**src/core/pdpc_pkg.sv**
```systemverilog
// package: register map, field positions and reset values of the pad and power block
`default_nettype none
package pdpc_pkg;
   localparam int PDPC_AW = 16;
   localparam logic [15:0] PDPC_SER_DRIVE_ADDR = 16'h402e;
   localparam logic [15:0] PDPC_CTL_PULL_ADDR = 16'h402f;
   localparam logic [15:0] PDPC_CTL_DRIVE_ADDR = 16'h4030;
   localparam logic [15:0] PDPC_MCLK_PAD_ADDR = 16'h4031;
   localparam logic [15:0] PDPC_PWR0_ADDR = 16'h4080;
   localparam logic [15:0] PDPC_PWR1_ADDR = 16'h4081;
   localparam logic [15:0] PDPC_SER_PULL_ADDR = 16'h402d;
   // reset values
   localparam logic [3:0] PDPC_SER_DRIVE_RST = 4'h0;
   localparam logic [7:0] PDPC_CTL_PULL_RST = 8'hcf;
   localparam logic [7:0] PDPC_SER_PULL_RST = 8'hff;
   localparam logic [3:0] PDPC_CTL_DRIVE_RST = 4'h0;
   localparam logic [2:0] PDPC_MCLK_PAD_RST = 3'h1;
   localparam logic [7:0] PDPC_PWR0_RST = 8'h00;
   localparam logic [3:0] PDPC_PWR1_RST = 4'hc;
   // power register 0 bits
   localparam int PDPC_P0_ADC = 7;
   localparam int PDPC_P0_MEM = 6;
   localparam int PDPC_P0_XFER = 5;
   localparam int PDPC_P0_SPORT = 4;
   localparam int PDPC_P0_OUTRT = 3;
   localparam int PDPC_P0_INRT = 2;
   localparam int PDPC_P0_CLKGEN = 1;
   localparam int PDPC_P0_CORE = 0;
   // power register 1 bits
   localparam int PDPC_P1_PRECH = 3;
   localparam int PDPC_P1_ZCD = 2;
   localparam int PDPC_P1_DMIC = 1;
   localparam int PDPC_P1_DAC = 0;
   // pull selector codes
   localparam logic [1:0] PDPC_PULL_UP = 2'h0;
   localparam logic [1:0] PDPC_PULL_RSVD = 2'h1;
   localparam logic [1:0] PDPC_PULL_NONE = 2'h2;
   localparam logic [1:0] PDPC_PULL_DOWN = 2'h3;
endpackage
`default_nettype wire

```
**src/core/pdpc_regs.sv**
```systemverilog
// register bank for pad pulls, drive strengths and digital power enables
//
// Contract
// - serial pad drive bits 3..0: record out, playback in, frame, bit clock; reset 0
// - control pads have 2-bit pull selectors: 00 up, 01 reserved, 10 none, 11 down
// - control pulls reset to pull-down, except select pad resets to pull-up
// - control pad drive bits 3..0: data in, select, clock, data out; reset 0
// - master clock pad: bit2 drive, bit1 pull-up enable, bit0 pull-down enable reset 1
// - power0 bit7 low disables ADC engine and digital microphone
// - power0 bit6 low blocks memory, core, converters and port memory access
// - serial ports off only when power0 bits 5 and 4 are both low
// - power0 bit3 low disables record routing core to serial out
// - power0 bit2 low disables playback routing serial in to core
// - power0 bit1 low stops clock generator; software sets it before audio
// - power0 bit0 low disables core and its memory; needed for audio
// - power1 bit2 low disables beep zero-crossing detector; resets to one
// - power1 bit1 low disables digital microphone input
// - power1 bit0 low disables DAC engine
// - reserved bits carry no function
// - serial pads have 2-bit pull selectors with the same encoding
`timescale 1ns/1ps
`default_nettype none
module pdpc_regs
   import pdpc_pkg::*;
(
   input wire logic clock,
   input wire logic sys_rst,
   input wire logic reg_wr,
   input wire logic reg_rd,
   input wire logic [15:0] reg_addr,
   input wire logic [7:0] reg_wdata,
   output logic [7:0] reg_rdata,
   output logic reg_hit,
   output logic [7:0] ser_pull,
   output logic [3:0] ser_drive,
   output logic [7:0] ctl_pull,
   output logic [3:0] ctl_drive,
   output logic mclk_drive,
   output logic mclk_pull_up_en,
   output logic mclk_pull_down_en,
   output logic adc_engine_en,
   output logic dmic_en,
   output logic mem_access_en,
   output logic core_en,
   output logic adc_run,
   output logic dac_run,
   output logic sport_en,
   output logic rec_route_en,
   output logic play_route_en,
   output logic clkgen_en,
   output logic precharge_en,
   output logic zcd_en
);
   logic [7:0] ser_pull_r, next_ser_pull;
   logic [3:0] ser_drive_r, next_ser_drive;
   logic [7:0] ctl_pull_r, next_ctl_pull;
   logic [3:0] ctl_drive_r, next_ctl_drive;
   logic [2:0] mclk_r, next_mclk;
   logic [7:0] pwr0, next_pwr0;
   logic [3:0] pwr1, next_pwr1;
   logic [7:0] next_rdata;
   logic next_hit;

   // read mux; reserved pull code 01 is stored and passed to the pad as is
   function automatic logic [7:0] pdpc_readback(input logic [15:0] a,
      input logic [7:0] sp, input logic [3:0] sd, input logic [7:0] cp,
      input logic [3:0] cd, input logic [2:0] mk, input logic [7:0] p0,
      input logic [3:0] p1);
      unique case (a)
         PDPC_SER_PULL_ADDR: pdpc_readback = sp;
         PDPC_SER_DRIVE_ADDR: pdpc_readback = {4'h0, sd};
         PDPC_CTL_PULL_ADDR: pdpc_readback = cp;
         PDPC_CTL_DRIVE_ADDR: pdpc_readback = {4'h0, cd};
         PDPC_MCLK_PAD_ADDR: pdpc_readback = {5'h00, mk};
         PDPC_PWR0_ADDR: pdpc_readback = p0;
         PDPC_PWR1_ADDR: pdpc_readback = {4'h0, p1};
         default: pdpc_readback = 8'h00;
      endcase
   endfunction

   function automatic logic pdpc_mapped(input logic [15:0] a);
      pdpc_mapped = (a == PDPC_SER_PULL_ADDR) || (a == PDPC_SER_DRIVE_ADDR) ||
         (a == PDPC_CTL_PULL_ADDR) || (a == PDPC_CTL_DRIVE_ADDR) ||
         (a == PDPC_MCLK_PAD_ADDR) || (a == PDPC_PWR0_ADDR) ||
         (a == PDPC_PWR1_ADDR);
   endfunction

   // write decode; reserved upper bits are simply not stored
   always_comb begin
      next_ser_pull = ser_pull_r;
      next_ser_drive = ser_drive_r;
      next_ctl_pull = ctl_pull_r;
      next_ctl_drive = ctl_drive_r;
      next_mclk = mclk_r;
      next_pwr0 = pwr0;
      next_pwr1 = pwr1;
      if (reg_wr) begin
         unique case (reg_addr)
            PDPC_SER_PULL_ADDR: next_ser_pull = reg_wdata;
            PDPC_SER_DRIVE_ADDR: next_ser_drive = reg_wdata[3:0];
            PDPC_CTL_PULL_ADDR: next_ctl_pull = reg_wdata;
            PDPC_CTL_DRIVE_ADDR: next_ctl_drive = reg_wdata[3:0];
            PDPC_MCLK_PAD_ADDR: next_mclk = reg_wdata[2:0];
            PDPC_PWR0_ADDR: next_pwr0 = reg_wdata;
            PDPC_PWR1_ADDR: next_pwr1 = reg_wdata[3:0];
            default: next_pwr1 = pwr1;
         endcase
      end
      next_hit = (reg_wr || reg_rd) && pdpc_mapped(reg_addr);
      next_rdata = reg_rd ? pdpc_readback(reg_addr, ser_pull_r, ser_drive_r,
         ctl_pull_r, ctl_drive_r, mclk_r, pwr0, pwr1) : 8'h00;
   end

   // register storage; reset values are the power-on defaults of each field
   always_ff @(posedge clock or posedge sys_rst) begin
      if (sys_rst) begin
         ser_pull_r <= PDPC_SER_PULL_RST;
         ser_drive_r <= PDPC_SER_DRIVE_RST;
         ctl_pull_r <= PDPC_CTL_PULL_RST;
         ctl_drive_r <= PDPC_CTL_DRIVE_RST;
         mclk_r <= PDPC_MCLK_PAD_RST;
         pwr0 <= PDPC_PWR0_RST;
         pwr1 <= PDPC_PWR1_RST;
         reg_rdata <= 8'h00;
         reg_hit <= 1'b0;
      end else begin
         ser_pull_r <= next_ser_pull;
         ser_drive_r <= next_ser_drive;
         ctl_pull_r <= next_ctl_pull;
         ctl_drive_r <= next_ctl_drive;
         mclk_r <= next_mclk;
         pwr0 <= next_pwr0;
         pwr1 <= next_pwr1;
         reg_rdata <= next_rdata;
         reg_hit <= next_hit;
      end
   end

   // gating outputs, computed from next values so every output is a flop
   // that changes on the same edge as the stored register
   logic next_adc_engine_en;
   logic next_dmic_en;
   logic next_mem_access_en;
   logic next_core_en;
   logic next_adc_run;
   logic next_dac_run;
   logic next_sport_en;
   logic next_rec_route_en;
   logic next_play_route_en;
   logic next_clkgen_en;
   logic next_precharge_en;
   logic next_zcd_en;
   // memory disable also holds the core and both converter runs low
   always_comb begin
      next_mem_access_en = next_pwr0[PDPC_P0_MEM];
      next_core_en = next_pwr0[PDPC_P0_CORE] && next_mem_access_en;
      next_adc_engine_en = next_pwr0[PDPC_P0_ADC];
      next_dmic_en = next_adc_engine_en && next_pwr1[PDPC_P1_DMIC];
      next_adc_run = next_adc_engine_en && next_mem_access_en;
      next_dac_run = next_pwr1[PDPC_P1_DAC] && next_mem_access_en;
      next_sport_en = next_pwr0[PDPC_P0_XFER] || next_pwr0[PDPC_P0_SPORT];
      next_rec_route_en = next_pwr0[PDPC_P0_OUTRT];
      next_play_route_en = next_pwr0[PDPC_P0_INRT];
      next_clkgen_en = next_pwr0[PDPC_P0_CLKGEN];
      next_precharge_en = next_pwr1[PDPC_P1_PRECH];
      next_zcd_en = next_pwr1[PDPC_P1_ZCD];
   end

   // output flops; pads and gates see no glitch from the decode logic
   always_ff @(posedge clock or posedge sys_rst) begin
      if (sys_rst) begin
         ser_pull <= PDPC_SER_PULL_RST;
         ser_drive <= PDPC_SER_DRIVE_RST;
         ctl_pull <= PDPC_CTL_PULL_RST;
         ctl_drive <= PDPC_CTL_DRIVE_RST;
         mclk_drive <= PDPC_MCLK_PAD_RST[2];
         mclk_pull_up_en <= PDPC_MCLK_PAD_RST[1];
         mclk_pull_down_en <= PDPC_MCLK_PAD_RST[0];
         adc_engine_en <= 1'b0;
         dmic_en <= 1'b0;
         mem_access_en <= 1'b0;
         core_en <= 1'b0;
         adc_run <= 1'b0;
         dac_run <= 1'b0;
         sport_en <= 1'b0;
         rec_route_en <= 1'b0;
         play_route_en <= 1'b0;
         clkgen_en <= 1'b0;
         precharge_en <= PDPC_PWR1_RST[PDPC_P1_PRECH];
         zcd_en <= PDPC_PWR1_RST[PDPC_P1_ZCD];
      end else begin
         ser_pull <= next_ser_pull;
         ser_drive <= next_ser_drive;
         ctl_pull <= next_ctl_pull;
         ctl_drive <= next_ctl_drive;
         mclk_drive <= next_mclk[2];
         mclk_pull_up_en <= next_mclk[1];
         mclk_pull_down_en <= next_mclk[0];
         adc_engine_en <= next_adc_engine_en;
         dmic_en <= next_dmic_en;
         mem_access_en <= next_mem_access_en;
         core_en <= next_core_en;
         adc_run <= next_adc_run;
         dac_run <= next_dac_run;
         sport_en <= next_sport_en;
         rec_route_en <= next_rec_route_en;
         play_route_en <= next_play_route_en;
         clkgen_en <= next_clkgen_en;
         precharge_en <= next_precharge_en;
         zcd_en <= next_zcd_en;
      end
   end

   // checks tying outputs to their register cause
   sport_gate_a: assert property (@(posedge clock) disable iff (sys_rst)
      sport_en == (pwr0[PDPC_P0_XFER] || pwr0[PDPC_P0_SPORT]))
      else $error("serial port enable disagrees with power register");
   mem_gate_a: assert property (@(posedge clock) disable iff (sys_rst)
      !pwr0[PDPC_P0_MEM] |-> !core_en && !adc_run && !dac_run)
      else $error("engine running while memory disabled");
   adc_dmic_a: assert property (@(posedge clock) disable iff (sys_rst)
      !pwr0[PDPC_P0_ADC] |-> !adc_engine_en && !dmic_en)
      else $error("adc or microphone on while adc engine off");
   dmic_gate_a: assert property (@(posedge clock) disable iff (sys_rst)
      dmic_en == (pwr0[PDPC_P0_ADC] && pwr1[PDPC_P1_DMIC]))
      else $error("microphone enable wrong");
   core_gate_a: assert property (@(posedge clock) disable iff (sys_rst)
      core_en == (pwr0[PDPC_P0_CORE] && pwr0[PDPC_P0_MEM]))
      else $error("core enable wrong");
   route_out_a: assert property (@(posedge clock) disable iff (sys_rst)
      rec_route_en == pwr0[PDPC_P0_OUTRT] && play_route_en == pwr0[PDPC_P0_INRT])
      else $error("routing enable wrong");
   clkgen_out_a: assert property (@(posedge clock) disable iff (sys_rst)
      clkgen_en == pwr0[PDPC_P0_CLKGEN])
      else $error("clock generator enable wrong");
   dac_zcd_a: assert property (@(posedge clock) disable iff (sys_rst)
      dac_run == (pwr1[PDPC_P1_DAC] && pwr0[PDPC_P0_MEM]) && zcd_en == pwr1[PDPC_P1_ZCD])
      else $error("dac or zero-cross enable wrong");
   write_take_a: assert property (@(posedge clock) disable iff (sys_rst)
      reg_wr && reg_addr == PDPC_SER_DRIVE_ADDR |=> ser_drive == $past(reg_wdata[3:0]))
      else $error("drive write did not reach pad");
   mclk_write_a: assert property (@(posedge clock) disable iff (sys_rst)
      reg_wr && reg_addr == PDPC_MCLK_PAD_ADDR |=>
      {mclk_drive, mclk_pull_up_en, mclk_pull_down_en} == $past(reg_wdata[2:0]))
      else $error("master clock pad write lost");
   rsvd_read_a: assert property (@(posedge clock) disable iff (sys_rst)
      reg_rd && reg_addr == PDPC_PWR1_ADDR |=> reg_rdata[7:4] == 4'h0)
      else $error("reserved bits read nonzero");
   ctl_drive_a: assert property (@(posedge clock) disable iff (sys_rst)
      reg_wr && reg_addr == PDPC_CTL_DRIVE_ADDR |=> ctl_drive == $past(reg_wdata[3:0]))
      else $error("control drive write lost");

   // pull selectors reach the pads unchanged, reserved code included
   ser_pull_a: assert property (@(posedge clock) disable iff (sys_rst)
      reg_wr && reg_addr == PDPC_SER_PULL_ADDR |=> ser_pull == $past(reg_wdata))
      else $error("serial pull write lost");
   ctl_pull_a: assert property (@(posedge clock) disable iff (sys_rst)
      reg_wr && reg_addr == PDPC_CTL_PULL_ADDR |=> ctl_pull == $past(reg_wdata))
      else $error("control pull write lost");

   // enables that the first set of checks leaves out
   mem_out_a: assert property (@(posedge clock) disable iff (sys_rst)
      mem_access_en == pwr0[PDPC_P0_MEM])
      else $error("memory enable wrong");
   adc_out_a: assert property (@(posedge clock) disable iff (sys_rst)
      adc_engine_en == pwr0[PDPC_P0_ADC] &&
      adc_run == (pwr0[PDPC_P0_ADC] && pwr0[PDPC_P0_MEM]))
      else $error("adc enable wrong");
   prech_out_a: assert property (@(posedge clock) disable iff (sys_rst)
      precharge_en == pwr1[PDPC_P1_PRECH])
      else $error("precharge enable wrong");

   // pad and enable outputs are static levels: none of them moves without a write
   pad_hold_a: assert property (@(posedge clock) disable iff (sys_rst)
      !reg_wr |=> $stable(ser_pull) && $stable(ser_drive) && $stable(ctl_pull) &&
      $stable(ctl_drive) && $stable({mclk_drive, mclk_pull_up_en, mclk_pull_down_en}))
      else $error("pad control moved without a write");
   en_hold_a: assert property (@(posedge clock) disable iff (sys_rst)
      !reg_wr |=> $stable({adc_engine_en, dmic_en, mem_access_en, core_en, adc_run}) &&
      $stable({dac_run, sport_en, rec_route_en, play_route_en, clkgen_en}) &&
      $stable({precharge_en, zcd_en}))
      else $error("power enable moved without a write");

   // bus answers: hit only on mapped places, read data zero when idle
   hit_on_a: assert property (@(posedge clock) disable iff (sys_rst)
      (reg_wr || reg_rd) && pdpc_mapped(reg_addr) |=> reg_hit)
      else $error("mapped access not acknowledged");
   hit_off_a: assert property (@(posedge clock) disable iff (sys_rst)
      !((reg_wr || reg_rd) && pdpc_mapped(reg_addr)) |=> !reg_hit)
      else $error("hit without a mapped access");
   idle_rdata_a: assert property (@(posedge clock) disable iff (sys_rst)
      !reg_rd |=> reg_rdata == 8'h00)
      else $error("read data nonzero without a read");
   pwr0_read_a: assert property (@(posedge clock) disable iff (sys_rst)
      reg_rd && reg_addr == PDPC_PWR0_ADDR |=> reg_rdata == $past(pwr0))
      else $error("power register read wrong");
   rsvd_pad_read_a: assert property (@(posedge clock) disable iff (sys_rst)
      reg_rd && (reg_addr == PDPC_SER_DRIVE_ADDR || reg_addr == PDPC_CTL_DRIVE_ADDR)
      |=> reg_rdata[7:4] == 4'h0)
      else $error("reserved drive bits read nonzero");
   mclk_rsvd_a: assert property (@(posedge clock) disable iff (sys_rst)
      reg_rd && reg_addr == PDPC_MCLK_PAD_ADDR |=> reg_rdata[7:3] == 5'h00)
      else $error("reserved clock pad bits read nonzero");
endmodule
`default_nettype wire

```
**config.mk**
```make
export PLATFORM = sky130hd
export DESIGN_NAME = pdpc_regs
export DESIGN_NICKNAME = d
export VERILOG_FILES = /design/src/core/pdpc_pkg.sv /design/src/core/pdpc_regs.sv
export SDC_FILE = /design/constraint.sdc
export NUM_CORES = 1
export LEC_CHECK = 0
export BUFFER_PORTS_ARGS = -buffer_cell sky130_fd_sc_hd__buf_4
export CORE_UTILIZATION = 46
export DETAILED_ROUTE_END_ITERATION = 6
export PLACE_DENSITY = 0.76
export REMOVE_ABC_BUFFERS = 1
export SLEW_MARGIN = 20
export SYNTH_ARGS = -nofsm -noshare
export SYNTH_HDL_FRONTEND = slang
export SYNTH_SLANG_ARGS = --single-unit
```
**constraint.sdc**
```tcl
create_clock -name clock -period 1.55 [get_ports clock]
set_clock_uncertainty 0.2 [all_clocks]
set_input_delay 0.155 -clock clock [delete_from_list [all_inputs] [get_ports clock]]
set_output_delay 0.155 -clock clock [all_outputs]
set_load 0.03 [all_outputs]
```
==> impl_metrics.prom <==
# TYPE chip_impl_metric gauge
chip_impl_metric{name="initialDrtViolationCount",unit=""} 138
chip_impl_metric{name="asyncSetResetFlopFracSynth",unit="%"} 100.0
chip_impl_info{name="path_delay_family",value="simple AND/OR/NAND/NOR gates"} 1
chip_impl_metric{name="finalWirelength",unit="µm"} 7011
chip_impl_metric{name="fin_nets",unit=""} 342
chip_impl_metric{name="antenna_found_initial",unit=""} 0
chip_impl_metric{name="netSwitchingFraction",unit="%"} 21.40
chip_impl_info{name="violations",value="setup timing"} 1
chip_impl_metric{name="worstPathMaxFanout",unit=""} 7
chip_impl_metric{name="max-clock-path-buffers",unit=""} 2
chip_impl_metric{name="power.leakage",unit="nW"} 1.827
chip_impl_metric{name="gp_routability_congestion",unit=""} 0.8904
chip_impl_metric{name="buffer_ports.inserted",unit=""} 75
chip_impl_metric{name="cts.htree.levels",unit=""} 2
chip_impl_info{name="postSynth.topFlopCell",value="sky130_fd_sc_hd__dfrtp_1"} 1
chip_impl_metric{name="power_per_cell_area",unit="mW/mm²"} 723.5
chip_impl_metric{name="seqPwrFrac",unit="%"} 50.6
chip_impl_info{name="cp_cell_sequence",value="buf_6, or4b_4, nor4_2, and3_4, buf_12, mux2_2"} 1
chip_impl_metric{name="core-area",unit="mm²"} 0.005172
chip_impl_metric{name="place.detailed.hpwl",unit="µm"} 4719
chip_impl_metric{name="post_route_standard_cell_area_excluding_fillers",unit="mm²"} 0.003786
chip_impl_metric{name="maxCapViolCount",unit=""} 0
chip_impl_metric{name="avgSynthCellArea",unit="µm²"} 13.06
chip_impl_metric{name="synth.ff_latch_count",unit=""} 53
chip_impl_metric{name="clkLatencyLatePin",unit="ps"} 310
chip_impl_metric{name="min_period",unit="ps"} 1895
chip_impl_metric{name="std_cell_rows",unit=""} 26
chip_impl_metric{name="critPathRequiredTime",unit="ps"} 1540
chip_impl_metric{name="drive_above_1_share",unit="%"} 65.40
chip_impl_info{name="status",value="finished, violations left"} 1
chip_impl_info{name="critical-path-slowest-cell",value="sky130_fd_sc_hd__or4b_4"} 1
chip_impl_metric{name="netlist_instances",unit=""} 192
chip_impl_metric{name="die_h",unit="µm"} 75.83
chip_impl_metric{name="yosys_warnings",unit=""} 0
chip_impl_metric{name="clk_pin_slew",unit="ps"} 90
chip_impl_metric{name="fp.dieW",unit="µm"} 75.83
chip_impl_metric{name="synth.cell_area",unit="mm²"} 0.002507
chip_impl_metric{name="timing.setup.tns",unit="ps"} -12950
chip_impl_metric{name="final-hold-violation-count",unit=""} 0
chip_impl_metric{name="synth_edf_count",unit=""} 0
chip_impl_metric{name="ant_nets",unit=""} 0
chip_impl_metric{name="via_per_inst",unit=""} 5.569
chip_impl_metric{name="final_min_period_over_clock_period",unit="%"} 122.3
chip_impl_metric{name="critical_path.max_stage_delay",unit="ps"} 560
chip_impl_metric{name="start_util",unit="%"} 48.48
chip_impl_info{name="worst_setup_path_start_kind",value="primary input"} 1
chip_impl_metric{name="tightest_slew",unit="ps"} 403.6
chip_impl_metric{name="fin_worst_hold_slack",unit="ps"} 43.45
chip_impl_metric{name="gr-total-overflow",unit=""} 0
chip_impl_metric{name="synth.lib_cells_used.distinct",unit=""} 40
chip_impl_metric{name="final_setup_violation_count",unit=""} 52
chip_impl_metric{name="drc",unit=""} 0
chip_impl_metric{name="placedInstanceArea",unit="mm²"} 0.003382
chip_impl_metric{name="gr-usage-all-layers",unit="%"} 25.98
chip_impl_metric{name="via_count_of_the_first_global_routing_pass",unit=""} 2051
chip_impl_metric{name="vdd_ir_drop_max",unit="mV"} 0.5485
chip_impl_metric{name="comb_power_share",unit="%"} 8.6
chip_impl_metric{name="clock-sinks",unit=""} 53
chip_impl_metric{name="area_delta_synth_final",unit="%"} 51.00
chip_impl_metric{name="slew_headroom",unit="%"} 72.71
chip_impl_metric{name="switching_power",unit="W"} 0.0005862
chip_impl_metric{name="final-max-slew-violation-count",unit=""} 0
chip_impl_metric{name="clockPowerShare",unit="%"} 40.8
chip_impl_metric{name="die_area",unit="mm²"} 0.005750
chip_impl_metric{name="worst_ep_arrival_time",unit="ps"} 1890
chip_impl_info{name="worst_setup_path_end_kind",value="register"} 1
chip_impl_info{name="rsz0062_at_grt",value="yes"} 1
chip_impl_metric{name="antennaDiodeCount",unit=""} 0
chip_impl_info{name="crit_type",value="in2reg"} 1
chip_impl_metric{name="intPower",unit="W"} 0.002153
chip_impl_info{name="hold_path.class",value="in2reg"} 1
chip_impl_metric{name="max_freq",unit="MHz"} 527.6
chip_impl_metric{name="crit_buf_inv",unit=""} 2
chip_impl_metric{name="route.detailed.wl_per_inst",unit="µm"} 18.21
chip_impl_metric{name="dr_pass1_iterations",unit=""} 4
chip_impl_metric{name="maximum_number_of_pins_on_one_net_before_global_route_repair",unit=""} 54
chip_impl_metric{name="via_count",unit=""} 2144
chip_impl_metric{name="wire_length_of_the_first_global_routing_pass",unit="µm"} 10650
chip_impl_metric{name="numCtsBuffers",unit=""} 5
chip_impl_metric{name="post-route-worst-setup-slack",unit="ps"} -345.2
chip_impl_info{name="cts_tree",value="yes"} 1
chip_impl_metric{name="synth_seq_area_share",unit="%"} 53.74
chip_impl_metric{name="num_io_pins",unit=""} 76
chip_impl_info{name="clockRootBuffer",value="sky130_fd_sc_hd__clkbuf_8"} 1
[worst min-delay path, delay by kind of cell]
kind	cells	cell delay (ps)
simple gates	2	170
buf+inv	1	180
[registers in the layout, indices dropped and copies added, names as in the netlist, 2 cells and up]
signal / flops
reg_rdata: 8
pwr0: 7
pwr1: 3
ctl_pull: 8
mclk_r: 2
ctl_drive: 4
ser_pull: 8
ser_drive: 4
[cell type report]
class | instances | area, µm²
clock buffer | 5 | 68.82
clock inverter | 3 | 68.82
fill | 355 | 1386
inverter | 2 | 7.507
multi-input combinational | 131 | 1217
sequential | 53 | 1348
tap | 70 | 87.58
timing repair buffer | 121 | 988.4
[layer usage]
metal	up-vias	part of all wire, %	global-route usage (%)
met5	-	0	0
met4	0	1.7	5.967
met3	12	7.3	6.085
met2	102	50	43.66
met1	1040	41	34.19
li1	990	-	-
[final timing paths]
| check | depth (start not counted) | startpoint | slack, ps | to |
|---|---|---|---|---|
| max | 6 | reg_addr[15] | -350 | pwr0[4]$_DFF_PP0_ |
| min | 3 | reg_wr | 40 | adc_engine_en$_DFF_PP0_ |
| max reg2reg | 3 | ser_pull[0]$_DFFE_PP1P_ | 150 | reg_rdata[0]$_DFF_PP0_ |
| min reg2reg | 1 | mclk_drive$_DFFE_PP0P_ | 350 | mclk_drive$_DFFE_PP0P_ |
| max in group asynchronous | 4 | sys_rst | 620 | precharge_en$_DFFE_PP1P_ |
| min in group asynchronous | 4 | sys_rst | 220 | ctl_drive[1]$_DFFE_PP0P_ |
[kinds of logic (layout without fill, tap and decap cells)]
group | Yosys count | in the layout | share of synthesized area [%]
buffers and inverters | 8 | 131 | 1.646
DFF | 53 | 53 | 53.74
and+or+nand+nor | 56 | 56 | 15.17
muxes | 46 | 46 | 20.56
AOI/OAI and AO/OA | 29 | 29 | 8.882
[cell usage after synthesis, drive strengths merged, types with 3 or more instances]
library cell	instances	area [µm²]
nor4	8	92.58
buf	5	30.02
dfrtp	36	900.9
a222oi	3	30.03
mux2	44	495.5
a21oi	4	20.02
dfstp	17	446.7
or4	3	22.52
or4b	3	30.03
a22oi	9	67.56
nand2	12	45.04
nand3	7	47.55
nor2	9	33.78
[layout by cell type (no fill, tap or decap), types with 2 or more instances in the layout]
| cell type | instances |
|---|---|
| sky130_fd_sc_hd__buf_12 | 2 |
| sky130_fd_sc_hd__buf_6 | 6 |
| sky130_fd_sc_hd__a21oi_1 | 4 |
| sky130_fd_sc_hd__dlygate4sd3_1 | 10 |
| sky130_fd_sc_hd__nor4_4 | 2 |
| sky130_fd_sc_hd__mux2i_1 | 2 |
| sky130_fd_sc_hd__nor2_1 | 8 |
| sky130_fd_sc_hd__mux2_2 | 39 |
| sky130_fd_sc_hd__a22o_1 | 2 |
| sky130_fd_sc_hd__a211oi_1 | 2 |
| sky130_fd_sc_hd__nor4_2 | 3 |
| sky130_fd_sc_hd__nand3_1 | 5 |
| sky130_fd_sc_hd__buf_4 | 102 |
| sky130_fd_sc_hd__a22oi_1 | 8 |
| sky130_fd_sc_hd__dfrtp_1 | 36 |
| sky130_fd_sc_hd__nand3b_1 | 2 |
| sky130_fd_sc_hd__nand2_1 | 11 |
| sky130_fd_sc_hd__dfstp_2 | 17 |
| sky130_fd_sc_hd__nor4_1 | 3 |
| sky130_fd_sc_hd__or4_4 | 2 |
| sky130_fd_sc_hd__a32oi_1 | 2 |
| sky130_fd_sc_hd__a21bo_2 | 2 |
| sky130_fd_sc_hd__bufinv_16 | 2 |
| sky130_fd_sc_hd__clkbuf_8 | 5 |
| sky130_fd_sc_hd__mux2_4 | 5 |
| sky130_fd_sc_hd__or4b_4 | 3 |
| sky130_fd_sc_hd__a222oi_1 | 3 |
[power groups by stage]
stage	logic, W	clock network (W)	registers, W
after global placement	0.000190	0	0.00141
final	0.000235	0.00112	0.00138
after global routing	0.000253	0.00118	0.00139
after CTS	0.000225	0.00113	0.00138
after floorplan	0.0000542	0	0.00141
after detailed placement	0.000192	0	0.00141
[metrics by stage]
stage	setup slack, ps	util [%]	total power [W]	cells
6_report	-345.2	73.20	0.002739	385
5_1_grt	-372.4	73.20	0.002815	385
4_1_cts	-325.6	72.04	0.002737	383
3_5_place_dp	-724.1	65.38	0.001602	362
3_3_place_gp	-679.6	65.38	0.001600	362
2_1_floorplan	-840.5	-	0.001465	186
[repair_timing]
action,CTS,global route
setup buffers,3,2
endpoints found under the hold margin,97,0
hold buffers,10,0
pin swaps,9,7
setup endpoints to repair,52,52
gates resized for setup,23,10
(Power assumes the default switching activity.)
